File: config.mk
export PLATFORM = sky130hd
export DESIGN_NAME = dbcml_top
export DESIGN_NICKNAME = d
export VERILOG_FILES = /design/src/rtl/dbcml_channel.v /design/src/rtl/dbcml_top.v
export VERILOG_INCLUDE_DIRS = /design/src /design/src/rtl
export SDC_FILE = /design/constraint.sdc
export NUM_CORES = 1
export LEC_CHECK = 0
export ABC_AREA = 1
export ABC_CLOCK_PERIOD_IN_PS = 2600
export BUFFER_PORTS_ARGS = -buffer_cell sky130_fd_sc_hd__buf_4
export CORE_UTILIZATION = 42
export CTS_BUF_LIST = sky130_fd_sc_hd__clkbuf_16
export CTS_CLUSTER_DIAMETER = 40
export DETAILED_ROUTE_END_ITERATION = 8
export SKIP_LAST_GASP = 1
export SLEW_MARGIN = 20
export SYNTH_ARGS = -nofsm -noshare
export SYNTH_HDL_FRONTEND = slang
export SYNTH_SLANG_ARGS = --single-unit
export TNS_END_PERCENT = 1
File: constraint.sdc
create_clock -name mclk -period 2.6 [get_ports mclk]
set_input_delay 0.26 -clock mclk [delete_from_list [all_inputs] [get_ports mclk]]
set_output_delay 0.26 -clock mclk [all_outputs]
set_load 0.02 [all_outputs]
File: src/rtl/dbcml_regs.vh
// Register offsets, field positions and constants of the start count and minor link block.
`ifndef DBCML_REGS_VH
`define DBCML_REGS_VH
`define DBCML_NUM_CH 4
`define DBCML_IDX_WORD 16'h101e
`define DBCML_IDX_STRIDE 16'h0020
`define DBCML_IDX_CUR 16'h0000
`define DBCML_IDX_ERR 16'h0001
`define DBCML_MLE_BIT 15
`define DBCML_TGT_HI 10
`define DBCML_TGT_LO 9
`define DBCML_CNT9_HI 8
`define DBCML_CNT15_HI 14
`define DBCML_LINKED_MASK 16'h87ff
`define DBCML_ONE_ITER 16'h0001
`endif

File: src/rtl/dbcml_channel.v
// One channel's start count and minor link word with its interpretation logic.
`timescale 1ns/1ps
`include "dbcml_regs.vh"
module dbcml_channel (
  // Clock and reset.
  input wire mclk,
  input wire sys_rst,
  // Software load of the word.
  input wire wrEn,
  input wire [15:0] wrData,
  // Engine events for this channel.
  input wire minorDone,
  input wire majorDone,
  input wire halfIrqEnable,
  input wire [15:0] curIterCount,
  // Stored word and derived results.
  output wire [15:0] word,
  output wire linkReq,
  output wire [1:0] linkTarget,
  output wire cfgMismatch,
  output wire halfHit
);
  reg [15:0] word_q;
  wire linked;
  wire [14:0] startCount;
  wire [14:0] curCount;

  // No reset term: the word is undefined until software loads it.
  always @(posedge mclk)
  begin
    if (wrEn)
    begin
      // Reserved bits are dropped when the link view applies.
      word_q <= wrData[`DBCML_MLE_BIT] ? (wrData & `DBCML_LINKED_MASK) : wrData;
    end
  end

  // Field views of the same storage selected by the link enable bit.
  assign linked = word_q[`DBCML_MLE_BIT];
  assign startCount = linked ? {6'h00, word_q[`DBCML_CNT9_HI:0]}
                             : word_q[`DBCML_CNT15_HI:0];
  assign linkTarget = word_q[`DBCML_TGT_HI:`DBCML_TGT_LO];
  // Minor link is suppressed when the same loop also exhausts the major count.
  // Reset keeps the request quiet because the stored word may still be undefined.
  assign linkReq = ~sys_rst & linked & minorDone & ~majorDone;
  assign cfgMismatch = (curIterCount != word_q);
  // The current count is read in the same field view as the stored word.
  assign curCount = linked ? {6'h00, curIterCount[`DBCML_CNT9_HI:0]}
                           : curIterCount[`DBCML_CNT15_HI:0];
  assign halfHit = ~sys_rst & halfIrqEnable & (curCount == {1'b0, startCount[14:1]});
  assign word = word_q;
endmodule

File: src/rtl/dbcml_top.v
// Four-channel start count and minor link word block with an APB register slave.
// Operation
// - Bit 15 enables linking to another channel when this channel completes a minor loop.
// - With linking on, a finished minor loop sets the start flag of the channel in bits 10-9.
// - With linking off, bits 14-0 are one 15-bit start count and there is no target.
// - A minor loop that also exhausts the major loop takes the major link instead.
// - With linking on, the start count is bits 8-0 and bits 14-11 read as zero.
// - Software loads the word equal to the current count; a mismatch flags a config error.
// - When the major count is exhausted the whole word is copied into the current count.
// - Reset leaves the word undefined, so software loads it before using the channel.
// - With the half-point enable set, the channel interrupt rises when current equals start/2.
//
// Register access over APB was chosen for this implementation.
`timescale 1ns/1ps
`include "dbcml_regs.vh"
module dbcml_top (
  // Clock and reset.
  input wire mclk,
  input wire sys_rst,
  // APB slave.
  input wire psel,
  input wire penable,
  input wire pwrite,
  input wire [15:0] paddr,
  input wire [31:0] pwdata,
  output reg [31:0] prdata,
  output reg pready,
  output reg pslverr,
  // Engine events, one bit per channel, and two major link target bits per channel.
  input wire [3:0] minorDone,
  input wire [3:0] majorDone,
  input wire [3:0] halfIrqEnable,
  input wire [3:0] majorLinkEnable,
  input wire [7:0] majorLinkTarget,
  // Results towards the engine.
  output reg [3:0] startSet_q,
  output reg [3:0] chanIrq_q,
  output reg [3:0] cfgErr_q,
  output reg [63:0] curIterCount_q
);
  // Per-channel results gathered from the channel instances.
  wire [63:0] words;
  wire [3:0] linkReq;
  wire [7:0] linkTarget;
  wire [3:0] mismatch;
  wire [3:0] halfHit;
  // Bus phase and address decode.
  wire setup;
  wire access;
  wire [31:0] busAddr;
  wire [3:0] wordHit;
  wire [3:0] curHit;
  wire errHit;
  wire [3:0] wrSel;
  wire [3:0] curSel;
  // Next values of the engine state.
  reg [3:0] startSet_d;
  reg [63:0] curIterCount_d;
  reg [3:0] cfgErr_d;
  reg [3:0] pendLoad_d;
  reg [3:0] pendLoad_q;
  // Next values of the bus answer.
  reg [31:0] prdata_d;
  reg pslverr_d;
  // Each process keeps its own loop index so no variable has two drivers.
  integer k;
  integer m;
  integer n;

  // The setup cycle is where the answer is prepared; pready follows one cycle later.
  assign setup = psel & ~penable;

  // A write lands only at the edge that samples pready high in the access phase.
  // Deferring the write to this edge costs nothing, as the slave never stalls.
  assign access = psel & penable & pready;

  // The address is widened once so every decode compares two 32-bit values.
  assign busAddr = {16'h0000, paddr};

  // The error register sits at four times its register index.
  assign errHit = (busAddr == (4 * `DBCML_IDX_ERR));

  // Four channel slices share the same bus decode and differ only in address.
  genvar i;
  generate
    for (i = 0; i < `DBCML_NUM_CH; i = i + 1)
    begin : gCh
      // Byte address of each word is four times its register index.
      assign wordHit[i] = (busAddr == (4 * (`DBCML_IDX_WORD + i * `DBCML_IDX_STRIDE)));
      assign curHit[i] = (busAddr == (4 * (`DBCML_IDX_CUR + i * `DBCML_IDX_STRIDE)));
      // Software loads of the stored word and of the current count.
      assign wrSel[i] = access & pwrite & wordHit[i];
      assign curSel[i] = access & pwrite & curHit[i];
      // One channel's word and its interpretation.
      dbcml_channel uCh (
        .mclk(mclk),
        .sys_rst(sys_rst),
        .wrEn(wrSel[i]),
        .wrData(pwdata[15:0]),
        .minorDone(minorDone[i]),
        .majorDone(majorDone[i]),
        .halfIrqEnable(halfIrqEnable[i]),
        .curIterCount(curIterCount_q[16*i+15:16*i]),
        .word(words[16*i+15:16*i]),
        .linkReq(linkReq[i]),
        .linkTarget(linkTarget[2*i+1:2*i]),
        .cfgMismatch(mismatch[i]),
        .halfHit(halfHit[i])
      );
    end
  endgenerate

  // Start flags: minor links and, on exhaustion, major links of each channel.
  // Two channels may aim at one target; the flags simply merge.
  always @*
  begin
    startSet_d = 4'h0;
    for (k = 0; k < 4; k = k + 1)
    begin
      // Minor link, already suppressed in the channel when the major loop ends.
      if (linkReq[k])
        startSet_d[linkTarget[2*k+:2]] = 1'b1;
      // Major link of a channel whose major loop is exhausted.
      if (majorDone[k] & majorLinkEnable[k])
        startSet_d[majorLinkTarget[2*k+:2]] = 1'b1;
    end
  end

  // Next current count and configuration error of each channel.
  always @*
  begin
    // Defaults hold the counts and errors and clear the pending loads so the process assigns all outputs on every path.
    curIterCount_d = curIterCount_q;
    cfgErr_d = cfgErr_q;
    pendLoad_d = 4'h0;
    for (m = 0; m < 4; m = m + 1)
    begin
      // Exhaustion reload wins over a software write in the same cycle.
      if (majorDone[m])
        curIterCount_d[16*m+:16] = words[16*m+:16];
      else if (curSel[m])
        curIterCount_d[16*m+:16] = pwdata[15:0];
      // The compare waits one cycle after a load so both words have settled.
      pendLoad_d[m] = wrSel[m] | curSel[m];
      if (pendLoad_q[m])
        cfgErr_d[m] = mismatch[m];
    end
  end

  // Engine state; outputs come straight from these flip-flops.
  always @(posedge mclk)
  begin
    if (sys_rst)
    begin
      // Reset clears engine state but never the stored words, which live in the channels.
      startSet_q <= 4'h0;
      chanIrq_q <= 4'h0;
      cfgErr_q <= 4'h0;
      pendLoad_q <= 4'h0;
      curIterCount_q <= 64'h0;
    end
    else
    begin
      startSet_q <= startSet_d;
      chanIrq_q <= halfHit;
      cfgErr_q <= cfgErr_d;
      pendLoad_q <= pendLoad_d;
      curIterCount_q <= curIterCount_d;
    end
  end

  // Read data and error response decoded from the address of the setup cycle.
  // An unmapped address answers with an error and zero data; a write to it is dropped.
  always @*
  begin
    prdata_d = 32'h00000000;
    pslverr_d = 1'b1;
    for (n = 0; n < 4; n = n + 1)
    begin
      // The stored word reads back as kept, whichever field view applies.
      if (wordHit[n])
      begin
        pslverr_d = 1'b0;
        prdata_d = {16'h0000, words[16*n+:16]};
      end
      // Current count of the channel.
      if (curHit[n])
      begin
        pslverr_d = 1'b0;
        prdata_d = {16'h0000, curIterCount_q[16*n+:16]};
      end
    end
    // Last compare result of every channel.
    if (errHit)
    begin
      pslverr_d = 1'b0;
      prdata_d = {28'h0000000, cfgErr_q};
    end
  end

  // APB answer: one access phase, pready and pslverr stand for one cycle only.
  always @(posedge mclk)
  begin
    if (sys_rst)
    begin
      // No answer is pending after reset.
      pready <= 1'b0;
      pslverr <= 1'b0;
      prdata <= 32'h00000000;
    end
    else if (setup)
    begin
      pready <= 1'b1;
      pslverr <= pslverr_d;
      prdata <= prdata_d;
    end
    else
    begin
      // Read data is left standing; only the strobes drop.
      pready <= 1'b0;
      pslverr <= 1'b0;
    end
  end
endmodule

==> results.txt, run 1 <==
Clock skew = 0.01262 ns
CTS Buf Count = 17
First-pass GRT wire length = 51270 um
Slew @ Worst Pin = 0.6352 ns
I/O Buffers = 154
Total track usage = 31.16%
Rel. slew slack = 57.50%
Fmax = 560.5 MHz
Clock Tree Buf Depth = 2
Post-CTS Setup Bufs = 0
Final Cycle Share = 68.62%
Status = finished, final reports clean
Vias/cell = 5.671
Hold Vio Cnt, Final = 0
Aggregate global routing overflow = 0
Layout area overhead = 19.79%
Final net count = 1453
Die Height = 150.5 um
Standard-cell rows = 53
Setup WS pre-CTS = 0.4727 ns
Core area = 21290 um2
Seq pwr share = 47.6%
Average size of a mapped cell = 7.480 um2
Share of cells above drive strength 1 = 18.00%
Setup crit start kind = flop
Fin worst setup slack = 0.8158 ns
Synth unique cells = 44
Drt first pass iters = 6
Pwr dens = 538.4 nW/um2
Final cell count without fillers = 1664
Tmin final = 1.784 ns
Worst skew pair latency = 0.43 ns
Post_cts resized = 0
Leakage power = 4.731 nW
Routed WL = 34570 um
Power Internal = 4.269 mW
Initial antenna violation count = 0
Psw = 1.703 mW
Pin count of the biggest net entering global routing = 33
Peak VDD IR = 0.4681 mV
CP Class = flop to flop
Switching share of power = 28.52%
Die area = 22650 um2
Sequential element share of the synthesized area = 41.94%
RSZ-0062 raised after global routing = false
GPL Wtd Cong = 0.9881
Clk sinks = 162
Hold_buf cts = 0
DRC Markers = 0
Antenna-violating nets left = 0
Initial DRC count = 1291
Logic pwr share = 13.5%
Die W = 150.5 um
CP endpoint kind = flop
Post-DR wirelength/cell = 20.77 um
Worst-path maximum fanout = 20
Inst Count DP = 1632
H-Tree Depth = 4
Ports = 187
Vias in the first global route = 8283
Sum of negative setup slack = 0 ns
HPWL after DPL = 25670 um
Cells after Synth = 1238
FF+latch count, synth = 162
CP arrival = 2.10 ns
Synth Warn # = 0
CTS tree = done
Hold Path Class = input port to flop
# Max-Cap Violations = 0
Fin. max-slew vios = 0
# diodes = 0
Clk pin slew, worst setup/hold paths = 0.07 ns
Post-Synthesis Cell Area = 9260 um2
Vias = 9437
Setup-failing EPs final = 0
Worst EP required = 2.91 ns
Clock share of power = 38.9%
Clock Root Buffer = clkbuf_16
Initial Utilization = 43.50%
Fin util = 52.11%
## worst max-delay path, cell delays in order (launching register included)
cell	delay, ns
dfxtp_1	0.33
nand4_1	0.12
buf_4	0.22
or2_1	0.26
nand2_2	0.22
inv_2	0.25
o21ai_1	0.22
a21oi_2	0.04
## path summary, 6_finish.rpt
| check | start | endpoint | slack (ns) | cells past startpoint |
|---|---|---|---|---|
| hold reg to reg | prdata[9]$_SDFFE_PP0P_ | prdata[9]$_SDFFE_PP0P_ | 0.46 | 2 |
| setup reg to reg | pready$_SDFF_PP0_ | curIterCount_q[54]$_SDFFE_PP0P_ | 0.82 | 7 |
| hold / removal | pwdata[0] | gCh[1].uCh.word[0]$_DFFE_PP_ | 0.14 | 1 |
| setup / recovery | pready$_SDFF_PP0_ | curIterCount_q[54]$_SDFFE_PP0P_ | 0.82 | 7 |
## power groups by stage
stage | Clock (mW) | Sequential, mW | Combinational (mW)
2_1_floorplan | 0 | 2.94 | 0.385
3_3_place_gp | 0 | 2.90 | 0.788
3_5_place_dp | 0 | 2.89 | 0.798
4_1_cts | 2.34 | 2.84 | 0.801
5_1_grt | 2.45 | 2.85 | 0.872
6_report | 2.32 | 2.84 | 0.804
## layout make-up
| type | count | area, um2 |
|---|---|---|
| fill | 2110 | 10190 |
| multi-input combinational | 867 | 4442 |
| sequential | 162 | 3884 |
| timing repair buffer | 178 | 1336 |
| inverter | 150 | 563.0 |
| clock buffer | 18 | 450.4 |
| tap | 275 | 344.1 |
| clock inverter | 14 | 73.82 |
## per-layer routing
| layer | GRT usage, % | up-vias | share of wire [%] |
|---|---|---|---|
| met5 | 0 | - | 0 |
| met4 | 12.12 | 0 | 3.0 |
| met3 | 4.333 | 42 | 9.8 |
| met2 | 44.06 | 534 | 41 |
| met1 | 47.18 | 4383 | 46 |
| li1 | - | 4478 | - |
## kinds of logic (layout without fill, tap and decap cells)
group | Yosys count | after routing | share of synthesized area, %
and+or+nand+nor | 535 | 535 | 26.02
AOI/OAI and AO/OA | 280 | 280 | 17.89
buffers and inverters | 224 | 360 | 10.70
DFF | 162 | 162 | 41.94
xor gates and xnor gates | 36 | 36 | 3.405
other | 1 | 16 | 0.04050
## cells in the final DEF, fill, tap and decap left out, drive strengths merged, types with 2 or more instances in the layout
master and count:
dfxtp 98, xnor2 8, edfxtp 64, a41oi 4
nor4 11, o211ai 7, nand3 97, o21ai 119
a21oi 51, or2 10, nor2 78, nand4 30
a221oi 7, clkinv 8, a31oi 59, a2111oi 2
buf 178, nor3 35, a211oi 6, xor2 28
o22ai 18, conb 16, nand2 273, o2111ai 3
inv 156, clkbuf 18, o221ai 2
## flip-flops by register name, summed over array words and instances (netlist names)
name            cells
cfgErr_q            4
curIterCount_q     64
pready              1
pendLoad_q          4
chanIrq_q           4
pslverr             1
gCh.uCh.word       64
prdata             16
startSet_q          4
## synth_stat cells (all sizes together)
| library cell | count | area, um2 |
|---|---|---|
| a211oi | 6 | 45.04 |
| edfxtp | 64 | 1922 |
| dfxtp | 98 | 1962 |
| nand3 | 97 | 498.0 |
| buf | 45 | 319.0 |
| xor2 | 28 | 245.2 |
| a21boi | 1 | 7.510 |
| nand2 | 273 | 1047 |
| o21ai | 119 | 606.8 |
| and2 | 1 | 6.260 |
| or2 | 10 | 62.56 |
| a31oi | 59 | 369.1 |
| a2111oi | 2 | 17.52 |
| clkinv | 2 | 7.510 |
| nor4 | 11 | 68.82 |
| conb | 1 | 3.750 |
| xnor2 | 8 | 70.07 |
| a41oi | 4 | 35.03 |
| a21oi | 51 | 296.5 |
| nor3 | 35 | 175.2 |
| o22ai | 18 | 112.6 |
| nand4 | 30 | 187.7 |
| o311ai | 1 | 8.760 |
| o221ai | 2 | 17.52 |
| inv | 148 | 555.5 |
| nor2 | 78 | 364.1 |
| o211ai | 7 | 52.55 |
| clkbuf | 29 | 108.9 |
| a221oi | 7 | 61.31 |
| o2111ai | 3 | 26.28 |
## per-stage QoR
stage / cell area [um2] / hold WS [ns] / power (mW)
floorplan: 9316 / 0.3589 / 3.327
global placement: 10570 / 0.4577 / 3.685
detailed placement: 10570 / 0.4585 / 3.692
CTS: 11090 / 0.1295 / 5.980
global route: 11090 / 0.1233 / 6.174
finish: 11090 / 0.1445 / 5.973
(Power assumes the default switching activity.)
==> run 2, diff against run 1 <==
- ABC_CLOCK_PERIOD_IN_PS: 2600 -> 1600
- PLACE_DENSITY: default -> 0.66
- clock period: 2.6 -> 1.6 ns (I/O delays scaled with it)
==> results.txt, run 2 (synthesis gave the netlist of run 1 again) <==
Status = finished, final reports clean (unchanged)
Die W = 150.5 um (unchanged)
Routed WL = 35100 um (was 34570 um)
Antenna-violating nets left = 0 (unchanged)
# Max-Cap Violations = 0 (unchanged)
Max incr delay on CP = 0.53 ns (was 0.33 ns)
CP Class = input port to flop (was flop to flop)
Initial DRC count = 1222 (was 1291)
Rel. slew slack = 68.39% (was 57.50%)
Fin. max-slew vios = 0 (unchanged)
Final Cycle Share = 96.76%
Worst skew pair latency = 0.43 ns (about the same)
Vias/cell = 5.702 (was 5.671)
Reg2reg end = chanIrq_q[1]$_SDFF_PP0_ (was curIterCount_q[54]$_SDFFE_PP0P_)
CP Cell Sequence = dlygate4sd3_1 > buf_4 > buf_4 > nor2_1 > nand2_1 > nor4_1 > buf_4 (was nand4_1 > buf_4 > or2_1 > nand2_2 > inv_2 > o21ai_1 > a21oi_2)
Post-DR wirelength/cell = 20.14 um (was 20.77 um)
# diodes = 0 (unchanged)
Hold Vio Cnt, Final = 0 (unchanged)
Slew @ Worst Pin = 0.4623 ns (was 0.6352 ns)
Pin count of the biggest net entering global routing = 34 (was 33)
Peak VDD IR = 0.6598 mV (was 0.4681 mV)
Die area = 22650 um2 (unchanged)
First-pass GRT wire length = 52450 um (was 51270 um)
Clk sinks = 162 (unchanged)
Share of cells above drive strength 1 = 22.75% (was 18.00%)
Clk pin slew, worst setup/hold paths = 0.07 ns (about the same)
Reg2reg start = gCh[1].uCh.word[12]$_DFFE_PP_ (was pready$_SDFF_PP0_)
Worst reg2reg path depth = 4 (was 7)
RSZ-0062 raised after global routing = true (was false)
Drt first pass iters = 7 (was 6)
Inst Count DP = 1710 (was 1632)
Pwr dens = 858.7 nW/um2 (was 538.4 nW/um2)
Clock Root Buffer = clkbuf_16 (unchanged)
Leakage power = 5.173 nW (was 4.731 nW)
Total track usage = 31.65% (was 31.16%)
Most used cell, CP = buf_4
Ports = 187 (unchanged)
Critical path launch point = sys_rst (was pready$_SDFF_PP0_)
Fmax = 645.9 MHz
Worst EP required = 1.98 ns (was 2.91 ns)
GPL Wtd Cong = 1.047 (was 0.9881)
Core area = 21290 um2 (unchanged)
Commonest non-fill, non-tap cells in the layout = nand2_1, buf_4, inv_1 (unchanged)
CTS tree = done (unchanged)
HPWL after DPL = 26210 um (was 25670 um)
Final net count = 1532 (was 1453)
Clock Tree Buf Depth = 2 (unchanged)
Vias in the first global route = 8874 (was 8283)
Overall power = 10.28 mW (was 5.973 mW)
Vias = 9939 (was 9437)
Clock skew = 0.008383 ns (was 0.01262 ns)
Final cell count without fillers = 1743 (was 1664)
DRC Markers = 0 (unchanged)
Minimum hold slack = 0.04602 ns (was 0.1445 ns)
CP max stage cell = dlygate4sd3_1 (was dfxtp_1)
Setup-failing EPs final = 0 (unchanged)
Hold Path Class = input port to flop (unchanged)
I/O Buffers = 154 (unchanged)
Initial Utilization = 43.50% (unchanged)
CP endpoint kind = flop (unchanged)
Aggregate global routing overflow = 0 (unchanged)
Setup crit start kind = input port (was flop)
Worst-path maximum fanout = 8 (was 20)
Tmin final = 1.548 ns
Standard-cell rows = 53 (unchanged)
Critical path endpoint = pslverr$_SDFF_PP0_ (was curIterCount_q[54]$_SDFFE_PP0P_)
H-Tree Depth = 4 (unchanged)
Die Height = 150.5 um (unchanged)
Layout area overhead = 29.27% (was 19.79%)
CP arrival = 1.93 ns (was 2.10 ns)
CTS Buf Count = 17 (unchanged)
Commonest non-fill, non-tap cell in the layout = nand2_1 (unchanged)
Initial antenna violation count = 0 (unchanged)
FF-to-FF setup slack = 0.07 ns (was 0.82 ns)
-- run 2: worst min-delay path by stage --
stage / from / endpoint / slack [ns] / cells past startpoint
2_1_floorplan: pwdata[0] / gCh[0].uCh.word[0]$_DFFE_PP_ / 0.26 / 0
3_3_place_gp: sys_rst / prdata[13]$_SDFFE_PP0P_ / 0.43 / 2
3_5_place_dp: sys_rst / prdata[13]$_SDFFE_PP0P_ / 0.43 / 2
4_1_cts: pwdata[10] / gCh[3].uCh.word[10]$_DFFE_PP_ / 0.03 / 1
5_1_grt: pwdata[6] / gCh[2].uCh.word[6]$_DFFE_PP_ / 0.04 / 1
6_report: pwdata[6] / gCh[0].uCh.word[6]$_DFFE_PP_ / 0.05 / 1
-- run 2: layout make-up --
type / count / area (um2)
Clock buffer: 17 / 425.4
Inverter: 150 / 563.0
Clock inverter: 15 / 168.9
Multi-Input combinational cell: 867 / 4478
Sequential cell: 162 / 3884
Timing Repair Buffer: 257 / 2107
Fill cell: 2043 / 9316
Tap cell: 275 / 344.1
-- run 2: repair_timing --
action,CTS,global route
gates resized for setup,0,1
hold buffers,1,0
setup buffers,0,0
hold endpoints to repair,1,0
endpoints found under the setup margin,0,17
-- run 2: where the power goes --
group | switching (mW) | internal, mW | leakage [nW]
Combinational | 0.875 | 0.566 | 3.49
Sequential | 0.186 | 4.41 | 1.39
Clock | 1.80 | 2.44 | 0.289
Total | 2.86 | 7.42 | 5.17
-- run 2: stage by stage --
step                      setup TNS (ns)  util (%)  cell area, um2  worst slack (ns)
after floorplan                  -0.8551         -            9348          -0.05344
after global placement            -6.860     53.37           11360           -0.1541
after detailed placement          -7.008     53.37           11360           -0.1646
after CTS                              0     56.20           11960           0.05578
after global routing             -0.2825     56.23           11970          -0.04716
final                                  0     56.23           11970           0.05179
-- run 2: worst max-delay path, delay by kind of cell --
| family | cells | cell delay [ns] |
|---|---|---|
| and+or+nand+nor | 3 | 0.69 |
| buffers and inverters | 4 | 1.06 |
-- run 2: layer usage --
| metal | share of wire, % | routed length, um | global-route usage [%] |
|---|---|---|---|
| met3 | 12 | 4237 | 7.545 |
| met2 | 41 | 14290 | 43.48 |
| met4 | 4.3 | 1501 | 16.41 |
| met1 | 43 | 15080 | 45.49 |
| met5 | 0 | 0 | 0 |
